==> config.mk <==
export PLATFORM = sky130hd
export DESIGN_NAME = acm_top
export DESIGN_NICKNAME = d
export VERILOG_FILES = /design/src/rtl/acm_pkg.sv /design/src/rtl/acm_top.sv /design/src/rtl/acm_scale.sv
export SDC_FILE = /design/constraint.sdc
export NUM_CORES = 2
export LEC_CHECK = 0
export ABC_AREA = 1
export BUFFER_PORTS_ARGS = -buffer_cell sky130_fd_sc_hd__clkbuf_2
export CAP_MARGIN = 5
export CORE_MARGIN = 8
export CORE_UTILIZATION = 55
export CTS_CLUSTER_DIAMETER = 100
export DETAILED_ROUTE_END_ITERATION = 7
export GPL_TIMING_DRIVEN = 0
export PLACE_DENSITY = 0.71
export SLEW_MARGIN = 30
export SYNTH_ARGS = -nofsm -noshare
export SYNTH_HDL_FRONTEND = slang
export SYNTH_HIERARCHICAL = 1
export SYNTH_SLANG_ARGS = --single-unit
==> constraint.sdc <==
create_clock -name i_clk -period 49.6 [get_ports i_clk]
set_input_delay 2.48 -clock i_clk [delete_from_list [all_inputs] [get_ports i_clk]]
set_output_delay 2.48 -clock i_clk [all_outputs]
set_load 0.02 [all_outputs]
==> src/rtl/acm_pkg.sv <==
/*
 package of the analog compare monitor: fixed-point formats, parameter ranges, reset values.
 assumes gain is given in hundredths (a value of 100 means a gain of 1.00).
*/
package acm_pkg;
	localparam int SAMPLE_W      = 16;
	localparam int GAIN_W        = 16;
	localparam int PARAM_W       = 16;
	localparam int PROD_W        = 34;
	localparam int SCALED_W      = 36;
	localparam int DIFF_W        = 38;
	localparam int DIGITS_W      = 2;
	localparam int GAIN_DIV      = 100;
	localparam logic signed [GAIN_W-1:0]  GAIN_MAX   = 16'sh03E8;
	localparam logic signed [PARAM_W-1:0] OFFSET_MAX = 16'sh2710;
	localparam logic signed [PARAM_W-1:0] THRESH_MAX = 16'sh4E20;
	localparam logic signed [SAMPLE_W-1:0] REF_RESET = 16'sh0000;
	localparam logic                      OUT_RESET  = 1'b0;
	typedef enum logic [1:0] {
		ACM_MODE_HYST   = 2'b01,
		ACM_MODE_WINDOW = 2'b10
	} acm_mode_type;
endpackage

==> src/rtl/acm_top.sv <==
/*
 analog compare monitor: difference comparator with hysteresis/window and a band monitor
 around a captured reference. assumes samples, parameters and enable are synchronous to i_clk.
*/
`timescale 1ns/1ps
`default_nettype none
// Function
// scale both comparator inputs by gain, offset
// clamp gain, offset, thresholds to ranges
// decimal places ignored in comparisons
// difference is scaled first minus second
// hysteresis: high above on, low below off
// window: high when on <= diff < off
// sources deliver 0 to 1000 samples
// rising enable captures reference sample
// monitor scales reference and live value
// output high if enabled and outside band
// output low inside band or enable low
// clamp band parameter to range
// monitor decimal places only for display
// hysteresis holds output between thresholds
// reset clears outputs, reference; wide arithmetic
module acm_top
	import acm_pkg::*;
(
	// clock and reset
	input  wire logic                       i_clk,
	input  wire logic                       i_rst,
	// comparator
	input  wire logic signed [SAMPLE_W-1:0] i_first_analog_input,
	input  wire logic signed [SAMPLE_W-1:0] i_second_analog_input,
	input  wire logic signed [GAIN_W-1:0]   i_cmp_gain,
	input  wire logic signed [PARAM_W-1:0]  i_cmp_offset,
	input  wire logic signed [PARAM_W-1:0]  i_cmp_on,
	input  wire logic signed [PARAM_W-1:0]  i_cmp_off,
	input  wire logic [DIGITS_W-1:0]        i_cmp_digits,
	output logic                            o_cmp_out,
	// monitor
	input  wire logic                       i_mon_enable,
	input  wire logic signed [SAMPLE_W-1:0] i_mon_input,
	input  wire logic signed [GAIN_W-1:0]   i_mon_gain,
	input  wire logic signed [PARAM_W-1:0]  i_mon_offset,
	input  wire logic signed [PARAM_W-1:0]  i_mon_band,
	input  wire logic [DIGITS_W-1:0]        i_mon_digits,
	output logic                            o_mon_out,
	output logic signed [SAMPLE_W-1:0]      o_mon_reference
);
	logic signed [SCALED_W-1:0] x_scaled;
	logic signed [SCALED_W-1:0] y_scaled;
	logic signed [SCALED_W-1:0] live_scaled;
	logic signed [SCALED_W-1:0] ref_scaled;
	logic signed [DIFF_W-1:0]   diff;
	logic signed [DIFF_W-1:0]   on_c;
	logic signed [DIFF_W-1:0]   off_c;
	logic signed [DIFF_W-1:0]   band_c;
	logic signed [DIFF_W-1:0]   low_lim;
	logic signed [DIFF_W-1:0]   high_lim;
	acm_mode_type               mode;
	logic                       cmp_d, cmp_q;
	logic                       mon_d, mon_q;
	logic                       en_d, en_q;
	logic signed [SAMPLE_W-1:0] ref_d, ref_q;
	logic                       outside;
	logic                       ref_for_scale_sel;
	logic signed [SAMPLE_W-1:0] ref_for_scale;

	acm_scale u_scale_x (
		.i_value  (i_first_analog_input),
		.i_gain   (i_cmp_gain),
		.i_offset (i_cmp_offset),
		.o_scaled (x_scaled)
	);
	acm_scale u_scale_y (
		.i_value  (i_second_analog_input),
		.i_gain   (i_cmp_gain),
		.i_offset (i_cmp_offset),
		.o_scaled (y_scaled)
	);
	acm_scale u_scale_live (
		.i_value  (i_mon_input),
		.i_gain   (i_mon_gain),
		.i_offset (i_mon_offset),
		.o_scaled (live_scaled)
	);
	acm_scale u_scale_ref (
		.i_value  (ref_for_scale),
		.i_gain   (i_mon_gain),
		.i_offset (i_mon_offset),
		.o_scaled (ref_scaled)
	);

	function automatic logic signed [DIFF_W-1:0] clamp_t(input logic signed [PARAM_W-1:0] v);
		logic signed [DIFF_W-1:0] r;
		r = DIFF_W'(v);
		if (v > THRESH_MAX)
			r = DIFF_W'(THRESH_MAX);
		else if (v < -THRESH_MAX)
			r = -DIFF_W'(THRESH_MAX);
		return r;
	endfunction

	// comparator: digits inputs deliberately unused in arithmetic
	always_comb begin
		diff = DIFF_W'(x_scaled) - DIFF_W'(y_scaled);
		on_c = clamp_t(i_cmp_on);
		off_c = clamp_t(i_cmp_off);
		mode = (on_c >= off_c) ? ACM_MODE_HYST : ACM_MODE_WINDOW;
		cmp_d = cmp_q;
		case (mode)
			ACM_MODE_HYST: begin
				if (diff > on_c)
					cmp_d = 1'b1;
				else if (diff < off_c)
					cmp_d = 1'b0;
			end
			ACM_MODE_WINDOW: begin
				cmp_d = (diff >= on_c) && (diff < off_c);
			end
			default: begin
				cmp_d = OUT_RESET;
			end
		endcase
	end

	// reference source: a rising enable feeds the live sample straight to the scaler,
	// so the capture cycle already compares against the new reference
	always_comb begin
		ref_for_scale_sel = i_mon_enable && !en_q;
		ref_for_scale = ref_for_scale_sel ? i_mon_input : ref_q;
	end

	// monitor: capture on enable edge, band test on scaled values
	always_comb begin
		en_d = i_mon_enable;
		ref_d = ref_for_scale;
		band_c = clamp_t(i_mon_band);
		if (band_c < 0)
			band_c = -band_c;
		low_lim = DIFF_W'(ref_scaled) - band_c;
		high_lim = DIFF_W'(ref_scaled) + band_c;
		outside = (DIFF_W'(live_scaled) < low_lim) || (DIFF_W'(live_scaled) > high_lim);
		mon_d = i_mon_enable && outside;
	end

	always_ff @(posedge i_clk or posedge i_rst) begin
		if (i_rst) begin
			cmp_q <= OUT_RESET;
			mon_q <= OUT_RESET;
			en_q <= 1'b0;
			ref_q <= REF_RESET;
		end else begin
			cmp_q <= cmp_d;
			mon_q <= mon_d;
			en_q <= en_d;
			ref_q <= ref_d;
		end
	end

	assign o_cmp_out = cmp_q;
	assign o_mon_out = mon_q;
	assign o_mon_reference = ref_q;

	property p_hyst_set;
		@(posedge i_clk) disable iff (i_rst)
		(mode == ACM_MODE_HYST && diff > on_c) |=> o_cmp_out;
	endproperty
	a_hyst_set: assert property (p_hyst_set) else $error("hysteresis did not set");

	property p_hyst_clr;
		@(posedge i_clk) disable iff (i_rst)
		(mode == ACM_MODE_HYST && diff < off_c) |=> !o_cmp_out;
	endproperty
	a_hyst_clr: assert property (p_hyst_clr) else $error("hysteresis did not clear");

	property p_hold;
		@(posedge i_clk) disable iff (i_rst)
		(mode == ACM_MODE_HYST && diff <= on_c && diff >= off_c) |=> (o_cmp_out == $past(o_cmp_out));
	endproperty
	a_hold: assert property (p_hold) else $error("hysteresis did not hold");

	property p_window;
		@(posedge i_clk) disable iff (i_rst)
		(mode == ACM_MODE_WINDOW) |=> (o_cmp_out == $past(diff >= on_c && diff < off_c));
	endproperty
	a_window: assert property (p_window) else $error("window output wrong");

	property p_capture;
		@(posedge i_clk) disable iff (i_rst)
		$rose(i_mon_enable) |=> (o_mon_reference == $past(i_mon_input));
	endproperty
	a_capture: assert property (p_capture) else $error("reference not captured");

	property p_ref_stable;
		@(posedge i_clk) disable iff (i_rst)
		!(i_mon_enable && !en_q) |=> $stable(o_mon_reference);
	endproperty
	a_ref_stable: assert property (p_ref_stable) else $error("reference changed without edge");

	property p_mon_low;
		@(posedge i_clk) disable iff (i_rst)
		!i_mon_enable |=> !o_mon_out;
	endproperty
	a_mon_low: assert property (p_mon_low) else $error("monitor high while disabled");

	property p_mon_out;
		@(posedge i_clk) disable iff (i_rst)
		(i_mon_enable && outside) |=> o_mon_out;
	endproperty
	a_mon_out: assert property (p_mon_out) else $error("monitor missed excursion");

	property p_capture_quiet;
		@(posedge i_clk) disable iff (i_rst)
		(i_mon_enable && !en_q) |=> !o_mon_out;
	endproperty
	a_capture_quiet: assert property (p_capture_quiet) else $error("monitor high on capture");

	property p_mon_in;
		@(posedge i_clk) disable iff (i_rst)
		(i_mon_enable && !outside) |=> !o_mon_out;
	endproperty
	a_mon_in: assert property (p_mon_in) else $error("monitor high inside band");
endmodule
`default_nettype wire

==> src/rtl/acm_scale.sv <==
/*
 scaling stage: value * gain / 100 + offset, with gain and offset clamped to their ranges.
 assumes signed synchronous inputs; purely combinational.
*/
`timescale 1ns/1ps
`default_nettype none
module acm_scale
	import acm_pkg::*;
(
	// operands
	input  wire logic signed [SAMPLE_W-1:0] i_value,
	input  wire logic signed [GAIN_W-1:0]   i_gain,
	input  wire logic signed [PARAM_W-1:0]  i_offset,
	// result
	output logic signed [SCALED_W-1:0]      o_scaled
);
	logic signed [GAIN_W-1:0]   gain_c;
	logic signed [PARAM_W-1:0]  offset_c;
	logic signed [PROD_W-1:0]   prod;
	always_comb begin
		gain_c = i_gain;
		if (i_gain > GAIN_MAX)
			gain_c = GAIN_MAX;
		else if (i_gain < -GAIN_MAX)
			gain_c = -GAIN_MAX;
		offset_c = i_offset;
		if (i_offset > OFFSET_MAX)
			offset_c = OFFSET_MAX;
		else if (i_offset < -OFFSET_MAX)
			offset_c = -OFFSET_MAX;
		prod = PROD_W'(i_value) * PROD_W'(gain_c);
		o_scaled = SCALED_W'(prod / PROD_W'(signed'(GAIN_DIV))) + SCALED_W'(offset_c);
	end
endmodule
`default_nettype wire

==> key figures <==
Floorplan
  • Die area: 0.178 mm^2
  • Core area: 0.164 mm^2
  • Ports: 185
  • Initial cell density of the core: 55.1%
  • Die Span Y: 422 um
  • Die X: 422 um
  • Row count: 149

Timing
  • Rel. slew slack: 30.2%
  • Minimum clock period after layout: 32470 ps
  • Setup_tns: 0 ps
  • Final Hold Fails: 0
  • Worst-margin pin slew: 1050 ps
  • RSZ-0062 raised after global routing: no
  • Fmax: 0.0308 GHz
  • Period utilization: 65.5%
  • Clock Skews: 5.12 ps
  • Fin. max-slew vios: 0
  • Final setup vio count: 0

Global routing
  • Largest net degree at the start of global routing: 24
  • Initial antenna violation count: 26
  • GRT Overall Usage: 28.4%
  • Global-route wire length before repair: 420 mm
  • Vias in the first global route: 83500
  • Grt total ovfl: 0

Setup path
  • CP dominant cell by count: nand2_1
  • Worst path required time: 49760 ps
  • RR Startpoint: en_q
  • Crit path launch type: primary input
  • Setup crit end kind: flip-flop
  • CP Max Fanout: 10
  • Worst path slowest cell: clkbuf_1
  • Crit path largest cell delay: 810 ps
  • Crit path launch: i_mon_enable
  • Arr. time, crit path: 32620 ps
  • Setup CP Type: primary input to flip-flop

Clock tree
  • CTS clk-pin slew, worst paths: 70 ps
  • Clock Sinks: 19
  • Max clock buf depth: 2
  • CTS Buf Count: 3
  • Clk_lat worst skew: 290 ps
  • CTS H-tree lvls: 1
  • CTS Hold Bufs: 0
  • CTS resizes: 0
  • Root buffer cell: clkbuf_16
  • Postcts setup bufs: 0
  • TritonCTS clock tree: built

Synthesis
  • Yosys cell types: 93
  • Yosys warns: 6
  • Average size of a mapped cell: 6.52 um^2
  • Sequential area share after synthesis: 0.525%
  • Post-synthesis cell area: 0.0905 mm^2
  • Async S/R FF share, synth: 100%
  • Post-synth EDFFs: 0
  • Gate Count Post-Synth: 13900
  • Synthesis-stage register bit count: 19
  • Top_reg_cell synth: dfrtp_1

Detailed routing
  • Vias: 85400
  • Final WL: 256 mm
  • Pre-antenna DRT Iters: 8
  • Avg WL per Cell: 15.7 um
  • Vias per inst: 5.24
  • Antenna-violating nets left: 0
  • Number of DRC markers in iteration 0: 5506
  • Post-route DRC: 1

Cells and area
  • Area Overhead vs Synth: 4.27%
  • Sequential Area: 475 um^2
  • Most frequent cells in the layout: nand2_1 (2956), inv_1 (2948), nor2_1 (1289)
  • Final #Nets: 16100
  • Fill count: 16700
  • Layout cell share with drive strength beyond 1: 13.0%
  • Final Util: 57.4%
  • Most common cell after layout, fill and taps aside: nand2_1
  • Multi-input logic area: 0.0770 mm^2

Outcome
  • Failing checks: design-rule violations
  • Status: finished, violations left

Placed design
  • Routability Congestion: 1.03
  • Final HPWL DP: 227 mm
  • # port buffers: 164

Hold path
  • Worst hold start: o_mon_reference[2]
  • Hold Crit Class: flip-flop to flip-flop

Run
  • Max-Cap Viols: 0
==> layer usage <==
metal / share of wire (%) / global-route usage [%]
met1: 40 / 34.1
met5: 0.021 / 0
met4: 6.9 / 15.8
met3: 5.2 / 2.39
met2: 48 / 50.1
==> cell families after synthesis <==
group | share of synthesized area [%]
AOI/OAI and AO/OA | 7.57
xor gates and xnor gates | 5.27
adders and majority gates | 33.9
buffers and inverters | 14.6
DFF | 0.525
muxes | 0.199
other | 0.00830
and+or+nand+nor | 37.9
==> Yosys cell counts, drive strengths merged, types with 5 or more instances <==
master / count / area share, %
a211oi: 12 / 0.10
a21boi: 13 / 0.12
a21o: 32 / 0.27
a21oi: 521 / 3.0
a31oi: 54 / 0.38
and2: 25 / 0.20
buf: 74 / 0.46
bufinv: 5 / 0.097
clkbuf: 122 / 0.58
clkinv: 53 / 0.26
dfrtp: 19 / 0.53
fa: 1055 / 23
ha: 767 / 11
inv: 3159 / 13
mux2: 16 / 0.20
nand2: 3820 / 20
nand3: 913 / 6.0
nand3b: 35 / 0.30
nand4: 395 / 3.1
nor2: 1499 / 7.2
nor3: 129 / 0.83
nor4: 35 / 0.29
o2111ai: 11 / 0.11
o211ai: 40 / 0.34
o21a: 18 / 0.15
o21ai: 419 / 2.4
o21bai: 29 / 0.24
o221ai: 6 / 0.058
o22ai: 12 / 0.083
o31ai: 16 / 0.16
or2: 15 / 0.10
xnor2: 105 / 1.0
xor2: 430 / 4.3
==> sequential cells by signal, indices dropped and copies added, names as in the netlist <==
signal           count
en_q                 1
o_mon_out            1
o_mon_reference     16
o_cmp_out            1
==> critical path: cells and delay by family <==
family | cells | cell delay, ps
buf+inv | 22 | 4020
fa+ha+maj | 11 | 4730
xor+xnor | 2 | 330
mux | 1 | 400
simple gates | 145 | 17360
compound gates | 19 | 3250
==> through the flow <==
step	hold slack [ps]	cell area, um^2	std cells	setup WS, ps
floorplan	651	90600	13900	22980
global placement	503	94200	16300	17140
detailed placement	523	94200	16300	17080
CTS	540	94300	16300	17280
global route	571	94300	16300	14060
finish	542	94300	16300	17130
==> layout make-up <==
cell class	count	share of cell area (%)
Antenna cell	17	0.0451
Buffer	196	1.00
Clock buffer	4	0.0835
Inverter	3217	13.0
Multi-Input combinational cell	10500	81.6
Sequential cell	19	0.504
Tap cell	2189	2.90
Timing Repair Buffer	165	0.878
==> worst paths after layout <==
check,slack (ps),cells after the start,to
setup / recovery,17130,200,o_mon_out
hold / removal,540,1,o_mon_reference[2]
setup reg to reg,19250,198,o_mon_out
hold reg to reg,540,1,o_mon_reference[2]
max in group asynchronous,46890,2,o_mon_reference[10]
min in group asynchronous,2250,2,o_mon_out
Power is left out: the tool's default activity adds up to more than one toggle a clock period on the data nets, which glitch-free logic cannot reach.
